`src/inc/ctsmf_defs.vh`:
```
`ifndef CTSMF_DEFS_VH
`define CTSMF_DEFS_VH

// ----------------------------------------------------------------------
// Operating mode encoding
// ----------------------------------------------------------------------
`define CTSMF_MODE_W          2
`define CTSMF_MODE_UNPOWERED  2'h0
`define CTSMF_MODE_STANDBY    2'h1
`define CTSMF_MODE_SILENT     2'h2
`define CTSMF_MODE_NORMAL     2'h3

// ----------------------------------------------------------------------
// Time base and timer counts
// ----------------------------------------------------------------------
`define CTSMF_CLK_PERIOD_NS   8
`define CTSMF_TXD_REL_MIN_NS  4000
`define CTSMF_TXD_REL_CYC     ((`CTSMF_TXD_REL_MIN_NS + `CTSMF_CLK_PERIOD_NS - 1) / `CTSMF_CLK_PERIOD_NS)
`define CTSMF_CNT_W           20
`define CTSMF_WAKE_FILT_CYC   63
`define CTSMF_TXD_DOM_TO_CYC  100000
`define CTSMF_BUS_WAKE_TO_CYC 100000
`define CTSMF_CLAMP_DET_CYC   10

`endif

```
`src/ctsmf_timer.v`:
```
`timescale 1ns/1ns

// Saturating run-length timer: counts cycles while run is high, clears
// on the first clock edge with run low, and flags once the limit has been reached.
module ctsmf_timer #(
  parameter LIMIT = 16
) (
  input  wire ref_clk_i,
  input  wire reset_i,
  input  wire run_i,
  output wire expired_o
);

  reg  [19:0] count_r;
  wire [19:0] limit_w;

  assign limit_w   = LIMIT[19:0];
  assign expired_o = (count_r >= limit_w);

  always @(posedge ref_clk_i) begin
    if (reset_i) begin
      count_r <= 20'h00000;
    end else if (!run_i) begin
      count_r <= 20'h00000;
    end else if (count_r < limit_w) begin
      count_r <= count_r + 20'h00001;
    end
  end

endmodule // ctsmf_timer

```
`src/ctsmf_core.v`:
```
`timescale 1ns/1ns
`include "ctsmf_defs.vh"

// Operation
// - Standby and silent inputs low give Silent: no transmit, bus recessive, receive live.
// - Silent keeps the fast comparator and everything else but the transmitter running.
// - Standby input high selects Standby; transmitter and fast comparator are off.
// - In Standby, dominant longer than wake filter after recessive pulls receive low.
// - In Standby the bus is biased to ground instead of half supply.
// - A wake request never leaves Standby; the controller drops the standby input.
// - Transmit low beyond the dominant time-out disables the transmitter.
// - Dominant time-out clears only after transmit input high for 4 us.
// - Unconnected transmit, standby and silent inputs read as high.
// - Any supply undervoltage switches the device off until both supplies recover.
// - Wake comparator stays on except during supply undervoltage.
// - Standby input is ignored during undervoltage and used again after recovery.
// - In Standby, dominant beyond bus wake time-out forces receive output high.
// - Bus return to recessive resets the bus wake timer and re-arms wake detection.
// - Overtemperature disables drivers until flag clears and transmit input is high.
// - Fast comparator dominant without receive low beyond clamp time forces Silent.
// - Forced Silent ends on Standby, Unpowered, or receive output low again.
// - Normal needs standby low, transmit and silent high; refused while transmit low.
// - Normal drives bus from transmit input and mirrors bus on receive output.
module ctsmf_core #(
  parameter WAKE_FILT_CYC   = `CTSMF_WAKE_FILT_CYC,
  parameter TXD_DOM_TO_CYC  = `CTSMF_TXD_DOM_TO_CYC,
  parameter BUS_WAKE_TO_CYC = `CTSMF_BUS_WAKE_TO_CYC,
  parameter CLAMP_DET_CYC   = `CTSMF_CLAMP_DET_CYC
) (
  input  wire       ref_clk_i,
  input  wire       reset_i,
  input  wire       txd_i,
  input  wire       txd_float_i,
  input  wire       standby_ctrl_in_i,
  input  wire       standby_float_i,
  input  wire       silent_ctrl_n_i,
  input  wire       silent_float_i,
  input  wire       core_uv_i,
  input  wire       io_supply_uv_i,
  input  wire       overtemp_i,
  input  wire       fast_bus_comparator_i,
  input  wire       wakeup_comparator_i,
  input  wire       rxd_pin_i,
  output reg        tx_dominant_o,
  output reg        rxd_o,
  output reg        bias_half_o,
  output reg        bias_gnd_o,
  output reg        fast_cmp_en_o,
  output reg        wakeup_cmp_en_o,
  output reg  [1:0] mode_o,
  output reg        clamp_silent_o,
  output reg        tx_timeout_o,
  output reg        overtemp_lock_o,
  output reg        wake_req_o
);

  // --------------------------------------------------------------------
  // Helpers
  // --------------------------------------------------------------------

  // True in the two modes where the fast comparator and receive path run
  function is_active;
    input [1:0] m;
    begin
      is_active = (m == `CTSMF_MODE_NORMAL) || (m == `CTSMF_MODE_SILENT);
    end
  endfunction

  // --------------------------------------------------------------------
  // Input conditioning
  // --------------------------------------------------------------------

  wire txd_eff;
  wire standby_ctrl_in_eff;
  wire sil_n_eff;
  wire uv_any;

  assign txd_eff   = txd_i | txd_float_i;
  assign standby_ctrl_in_eff  = standby_ctrl_in_i | standby_float_i;
  assign sil_n_eff = silent_ctrl_n_i | silent_float_i;

  assign uv_any = core_uv_i | io_supply_uv_i;

  // --------------------------------------------------------------------
  // State
  // --------------------------------------------------------------------

  reg [1:0] mode_r;
  reg [1:0] mode_nxt;
  reg       clamp_r;
  reg       clamp_nxt;
  reg       txd_to_r;
  reg       txd_to_nxt;
  reg       ot_lock_r;
  reg       ot_lock_nxt;
  reg       wake_armed_r;
  reg       wake_armed_nxt;
  reg       wake_req_r;
  reg       wake_req_nxt;
  reg       bus_to_r;
  reg       bus_to_nxt;

  wire in_standby;
  wire wuc_dom;

  assign in_standby = (mode_r == `CTSMF_MODE_STANDBY);
  assign wuc_dom    = wakeup_comparator_i & ~uv_any;

  // --------------------------------------------------------------------
  // Timers
  // --------------------------------------------------------------------

  wire dom_exp;
  wire rel_exp;
  wire wake_exp;
  wire bus_exp;
  wire clamp_exp;

  ctsmf_timer #(
    .LIMIT (TXD_DOM_TO_CYC)
  ) u_txd_dom (
    .ref_clk_i (ref_clk_i),
    .reset_i   (reset_i),
    .run_i     (~txd_eff & ~uv_any),
    .expired_o (dom_exp)
  );

  ctsmf_timer #(
    .LIMIT (`CTSMF_TXD_REL_CYC)
  ) u_txd_rel (
    .ref_clk_i (ref_clk_i),
    .reset_i   (reset_i),
    .run_i     (txd_eff & txd_to_r),
    .expired_o (rel_exp)
  );

  ctsmf_timer #(
    .LIMIT (WAKE_FILT_CYC)
  ) u_wake (
    .ref_clk_i (ref_clk_i),
    .reset_i   (reset_i),
    .run_i     (in_standby & wuc_dom & wake_armed_r),
    .expired_o (wake_exp)
  );

  ctsmf_timer #(
    .LIMIT (BUS_WAKE_TO_CYC)
  ) u_bus_to (
    .ref_clk_i (ref_clk_i),
    .reset_i   (reset_i),
    .run_i     (in_standby & wuc_dom & wake_armed_r),
    .expired_o (bus_exp)
  );

  // Clamp detect: bus dominant, receive pin not following
  ctsmf_timer #(
    .LIMIT (CLAMP_DET_CYC)
  ) u_clamp (
    .ref_clk_i (ref_clk_i),
    .reset_i   (reset_i),
    .run_i     (is_active(mode_r) & fast_bus_comparator_i & rxd_pin_i),
    .expired_o (clamp_exp)
  );

  // --------------------------------------------------------------------
  // Mode selection
  // --------------------------------------------------------------------

  always @* begin
    mode_nxt = mode_r;
    if (uv_any) begin
      mode_nxt = `CTSMF_MODE_UNPOWERED;
    end else begin
      case (mode_r)
        `CTSMF_MODE_UNPOWERED,
        `CTSMF_MODE_STANDBY,
        `CTSMF_MODE_SILENT,
        `CTSMF_MODE_NORMAL: begin
          if (standby_ctrl_in_eff) begin
            mode_nxt = `CTSMF_MODE_STANDBY;
          end else if (!sil_n_eff) begin
            mode_nxt = `CTSMF_MODE_SILENT;
          end else if (txd_eff) begin
            mode_nxt = `CTSMF_MODE_NORMAL;
          // Transmit low keeps the present mode, except Unpowered goes to Standby
          end else if (mode_r == `CTSMF_MODE_UNPOWERED) begin
            mode_nxt = `CTSMF_MODE_STANDBY;
          end else begin
            mode_nxt = mode_r;
          end
        end
        default: begin
          mode_nxt = `CTSMF_MODE_UNPOWERED;
        end
      endcase
    end
  end

  // --------------------------------------------------------------------
  // Fail-safe flags
  // --------------------------------------------------------------------

  always @* begin
    txd_to_nxt = txd_to_r;
    if (dom_exp) begin
      txd_to_nxt = 1'b1;
    end else if (rel_exp) begin
      txd_to_nxt = 1'b0;
    end

    ot_lock_nxt = ot_lock_r;
    if (overtemp_i) begin
      ot_lock_nxt = 1'b1;
    end else if (txd_eff) begin
      ot_lock_nxt = 1'b0;
    end

    clamp_nxt = clamp_r;
    if (clamp_exp && is_active(mode_nxt)) begin
      clamp_nxt = 1'b1;
    end else if (!is_active(mode_nxt) || !rxd_pin_i) begin
      clamp_nxt = 1'b0;
    end
  end

  // --------------------------------------------------------------------
  // Standby wake detection
  // --------------------------------------------------------------------

  // Arming needs a recessive bus first, so a bus already dominant when
  // Standby is entered is not taken as a wake-up.
  always @* begin
    wake_armed_nxt = wake_armed_r;
    wake_req_nxt   = wake_req_r;
    bus_to_nxt     = bus_to_r;
    if (!in_standby || mode_nxt != `CTSMF_MODE_STANDBY) begin
      wake_armed_nxt = 1'b0;
      wake_req_nxt   = 1'b0;
      bus_to_nxt     = 1'b0;
    end else if (!wuc_dom) begin
      wake_armed_nxt = 1'b1;
      bus_to_nxt     = 1'b0;
    end else begin
      if (wake_exp && !bus_to_r) begin
        wake_req_nxt = 1'b1;
      end
      // Clamped dominant bus stops the request
      if (bus_exp) begin
        bus_to_nxt   = 1'b1;
        wake_req_nxt = 1'b0;
      end
    end
  end

  // --------------------------------------------------------------------
  // Registers
  // --------------------------------------------------------------------

  always @(posedge ref_clk_i) begin
    if (reset_i) begin
      mode_r       <= `CTSMF_MODE_UNPOWERED;
      clamp_r      <= 1'b0;
      txd_to_r     <= 1'b0;
      ot_lock_r    <= 1'b0;
      wake_armed_r <= 1'b0;
      wake_req_r   <= 1'b0;
      bus_to_r     <= 1'b0;
    end else begin
      mode_r       <= mode_nxt;
      clamp_r      <= clamp_nxt;
      txd_to_r     <= txd_to_nxt;
      ot_lock_r    <= ot_lock_nxt;
      wake_armed_r <= wake_armed_nxt;
      wake_req_r   <= wake_req_nxt;
      bus_to_r     <= bus_to_nxt;
    end
  end

  // --------------------------------------------------------------------
  // Output stage
  // --------------------------------------------------------------------

  // Outputs are registered from the next-state values, so the pins move
  // in the same cycle as the internal state and never glitch.
  wire tx_allowed;
  reg  rxd_nxt;

  assign tx_allowed = (mode_nxt == `CTSMF_MODE_NORMAL) & ~clamp_nxt & ~txd_to_nxt & ~ot_lock_nxt;

  always @* begin
    case (mode_nxt)
      `CTSMF_MODE_NORMAL,
      `CTSMF_MODE_SILENT: begin
        rxd_nxt = ~fast_bus_comparator_i;
      end
      `CTSMF_MODE_STANDBY: begin
        rxd_nxt = ~wake_req_nxt;
      end
      default: begin
        rxd_nxt = 1'b1;
      end
    endcase
  end

  always @(posedge ref_clk_i) begin
    if (reset_i) begin
      tx_dominant_o   <= 1'b0;
      rxd_o           <= 1'b1;
      bias_half_o     <= 1'b0;
      bias_gnd_o      <= 1'b0;
      fast_cmp_en_o   <= 1'b0;
      wakeup_cmp_en_o <= 1'b0;
      mode_o          <= `CTSMF_MODE_UNPOWERED;
      clamp_silent_o  <= 1'b0;
      tx_timeout_o    <= 1'b0;
      overtemp_lock_o <= 1'b0;
      wake_req_o      <= 1'b0;
    end else begin
      tx_dominant_o   <= tx_allowed & ~txd_eff;
      rxd_o           <= rxd_nxt;
      bias_half_o     <= is_active(mode_nxt);
      bias_gnd_o      <= (mode_nxt == `CTSMF_MODE_STANDBY);
      // Fast comparator off outside active modes
      fast_cmp_en_o   <= is_active(mode_nxt);
      // Wake comparator off only on undervoltage
      wakeup_cmp_en_o <= ~uv_any;
      mode_o          <= mode_nxt;
      clamp_silent_o  <= clamp_nxt;
      tx_timeout_o    <= txd_to_nxt;
      overtemp_lock_o <= ot_lock_nxt;
      wake_req_o      <= wake_req_nxt;
    end
  end

endmodule // ctsmf_core

```
`config.mk`:
```
export PLATFORM = sky130hd
export DESIGN_NAME = ctsmf_core
export DESIGN_NICKNAME = d
export VERILOG_FILES = /design/src/ctsmf_timer.v /design/src/ctsmf_core.v
export VERILOG_INCLUDE_DIRS = /design/src /design/src/inc
export SDC_FILE = /design/constraint.sdc
export NUM_CORES = 1
export LEC_CHECK = 0
export BUFFER_PORTS_ARGS = -buffer_cell sky130_fd_sc_hd__buf_2
export CORE_MARGIN = 2
export CORE_UTILIZATION = 50
export DETAILED_ROUTE_END_ITERATION = 7
export PLACE_DENSITY_LB_ADDON = 0.1
export SLEW_MARGIN = 0
export SYNTH_ARGS = -nofsm -noshare
export SYNTH_HDL_FRONTEND = slang
export SYNTH_HIERARCHICAL = 1
export SYNTH_SLANG_ARGS = --single-unit
```
`constraint.sdc`:
```
create_clock -name ref_clk_i -period 6.45 [get_ports ref_clk_i]
set_clock_uncertainty 0.15 [all_clocks]
set_input_delay 1.29 -clock ref_clk_i [delete_from_list [all_inputs] [get_ports ref_clk_i]]
set_output_delay 1.29 -clock ref_clk_i [all_outputs]
set_load 0.01 [all_outputs]
```
==> impl_metrics.env <==
export IMPL_cts_hold_buf=0
export IMPL_vias=3575
export IMPL_synthMuxAreaShare_pct=0.422
export IMPL_reg2reg_to="u_bus_to/count_r[13]"
export IMPL_cp_slowest_cell="nor2b_1"
export IMPL_worstSkewPairLatency_ns=0.51
export IMPL_critPathLaunchType="primary input"
export IMPL_cp_top_family="simple AND/OR/NAND/NOR gates"
export IMPL_p_clk_share_pct=58.4
export IMPL_crit_chain="buf_2, nor3b_1, and3_1, nor2b_1, nand4b_1, o21ai_1"
export IMPL_detailed_place_hpwl_um=6120
export IMPL_worstHoldPathType="reg2reg"
export IMPL_synth_xor_area_share_pct=4.80
export IMPL_grt_pass1_vias=3408
export IMPL_gp_congestion=0.910
export IMPL_path_depth=6
export IMPL_synth_edf_count=0
export IMPL_track_usage_pct=19.5
export IMPL_drv_cap=0
export IMPL_fin_crit_sh_pct=43.9
export IMPL_post_cts_buffers=0
export IMPL_routed_wl_um=9110
export IMPL_p_per_area_mw_per_mm2=308
export IMPL_tightest_slew_ns=0.863
export IMPL_critical_path_class="in2reg"
export IMPL_hold_depth=1
export IMPL_wire_per_inst_um=13.8
export IMPL_drt_initial_drc_count=148
export IMPL_p_leak_uw=0.00206
export IMPL_setup_ws_ns=3.62
export IMPL_drcViolationCount=0
export IMPL_cp_endpoint="u_wake/count_r[2]"
export IMPL_synth_top_family_by_area="simple AND/OR/NAND/NOR gates"
export IMPL_worstPathBufferInverterCount=1
export IMPL_swShare_pct=20.4
export IMPL_timing_fmax_ghz=0.353
export IMPL_finalPower_uw=1730
export IMPL_die_y_um=101
export IMPL_io_buffers=25
export IMPL_nets=538
export IMPL_crit_required_ns=6.74
export IMPL_core_sq_mm=0.00924
export IMPL_synthAdderAreaFrac_pct=2.37
export IMPL_rows=35
export IMPL_crit_path_end_kind="flip-flop"
export IMPL_fp_dieArea_sq_mm=0.0103
export IMPL_combPwrFrac_pct=1.0
export IMPL_clkTransAtPathRegs_ns=0.06
export IMPL_rsz0062_at_grt="false"
export IMPL_initial_core_util_pct=51.4
export IMPL_slew_headroom_pct=42.3
export IMPL_ir_worst_vdd_uv=207
export IMPL_overflow=0
export IMPL_grt_max_degree=18
export IMPL_ctsResizeCount=0
export IMPL_postSynthCellCount=483
export IMPL_p_int_uw=1380
export IMPL_reg2reg_depth=5
export IMPL_ff2ff_setup_slack_ns=3.85
export IMPL_drive_gt1_share_pct=15.9
export IMPL_clockRootBuffer="clkbuf_8"
export IMPL_viasPerCell=5.43
export IMPL_antenna_found_initial=2
export IMPL_yosys_area_top_type_share_pct=47.6
export IMPL_hold_viol=0
export IMPL_slew_viol_final=0
export IMPL_synthTopCellsByArea="dfxtp_1, and2_1, xnor2_1"
export IMPL_clock_sinks=113
export IMPL_drt_pass1_iter_count=4
export IMPL_synth_compound_area_share_pct=9.57
export IMPL_cts_buffers_inserted=17
export IMPL_final_area_sq_mm=0.00562
export IMPL_dpl_worst_slack_ns=3.12
export IMPL_cpPeakStageDelay_ns=0.71
export IMPL_p_sw_uw=353
export IMPL_synthFlopType="dfxtp_1"
export IMPL_clock_path_buffers=2
export IMPL_hold_path_startpoint="u_txd_rel/count_r[13]"
export IMPL_synth_simple_area_share_pct=32.8
export IMPL_fin_setup_tns_ns=0
export IMPL_crit_fanout=17
export IMPL_yosys_warnings=6
export IMPL_cts_tree="built"
export IMPL_synth_area_per_cell_sq_um=9.83
export IMPL_boundaryPins=26
export IMPL_status="finished, final reports clean"
export IMPL_yosys_area_top_type="dfxtp_1"
export IMPL_drtAntennaViolNets=0
export IMPL_crit_path_start="io_supply_uv_i"
export IMPL_finalSetupViolations=0
export IMPL_yosysUniqueCellTypes=55
export IMPL_netlist_area_sq_mm=0.00475
export IMPL_layout_min_cycle_time_ns=2.83
export IMPL_seqPwrFrac_pct=40.5
export IMPL_seq_area_frac_synth_pct=47.6
export IMPL_r2r_start="u_bus_to/count_r[13]"
export IMPL_htreeDepth=4
export IMPL_ys_seq_elements=113
export IMPL_syn_nets=506
export IMPL_grt_pass1_wl_um=15700
export IMPL_async_reset_ff_share_pct=0
export IMPL_cp_arrival_ns=3.12
export IMPL_chipWidth_um=101
export IMPL_placement_cell_area_sq_mm=0.00497
export IMPL_area_delta_synth_final_pct=18.4
==> registers in the layout, indices dropped and copies added, names as in the netlist, 2 cells and up <==
signal             cells
u_txd_rel/count_r     20
u_wake/count_r        20
mode_o                 2
u_clamp/count_r       20
u_txd_dom/count_r     20
u_bus_to/count_r      20
==> cell families (layout without fill, tap and decap cells) <==
family	after synthesis	after routing
AO/OA/AOI/OAI	65	65
XOR/XNOR	26	26
adder cells (fa/ha/maj)	9	9
buffers and inverters	25	70
flip-flops	113	113
multiplexers	2	2
other	0	1
AND/OR/NAND/NOR	243	243
==> worst register-to-register path: cells and delay by family, from the launching register on <==
kind / cells / cell delay [ns]
simple gates: 3 / 1.53
compound gates: 2 / 0.51
flops: 1 / 0.34
==> stage by stage <==
step           utilization [%]  hold slack [ns]  instances
2_1_floorplan                -            0.270        483
3_3_place_gp              53.8            0.279        625
3_5_place_dp              53.8            0.296        625
4_1_cts                   60.8            0.316        657
5_1_grt                   60.9            0.342        658
6_report                  60.9            0.310        658
==> worst min-delay path by stage <==
stage / end
2_1_floorplan: wake_armed_r
3_3_place_gp: wake_armed_r
3_5_place_dp: u_wake/count_r[10]
4_1_cts: u_wake/count_r[10]
5_1_grt: u_clamp/count_r[19]
6_report: u_txd_rel/count_r[13]
==> routing by layer <==
metal  routed length (um)  vias up  GRT usage [%]
met4                  165        2           9.88
met1                 4400     1684           25.1
met3                  461       13           6.56
met2                 4060       68           29.3
li1                     -     1808              -
met5                   12        -              0
==> power by group through the flow <==
stage               clock network [uW]  registers (uW)  logic [uW]
finish                            1010             701        17.9
global route                      1060             701        19.8
CTS                               1030             701        17.9
detailed placement                   0             716        17.8
global placement                     0             716        17.7
floorplan                            0             716        6.31
==> cells in the final DEF, fill, tap and decap left out, drive strengths merged, types with 16 or more instances in the layout <==
master / count
a21oi: 21
and2: 50
buf: 27
clkbuf: 17
dfxtp: 113
nand2: 20
nand3: 16
nor2: 47
nor4: 19
xnor2: 26
==> cell usage after synthesis (4+ instances only) <==
master	n
dfxtp_1	113
and2_1	47
nor2_1	47
xnor2_1	26
a21oi_1	21
nand2_1	20
nand3_1	14
inv_1	11
o21ai_0	11
nand4_1	10
nor4_1	10
nor4b_1	10
or4_1	10
and3_1	9
ha_1	9
nor3_1	9
o31ai_1	9
clkbuf_1	8
nor2b_1	7
and4_1	6
nand2b_1	6
nor4_4	6
nor3b_1	5
nand3b_1	4
==> cell type report <==
class | instances | area (sq um)
tap | 129 | 161
antenna | 1 | 2.50
timing repair buffer | 27 | 140
clock inverter | 15 | 231
inverter | 11 | 41.3
multi-input combinational | 345 | 2370
clock buffer | 17 | 414
fill | 793 | 3620
sequential | 113 | 2260
Note: power is estimated with default switching activity, not from simulation.
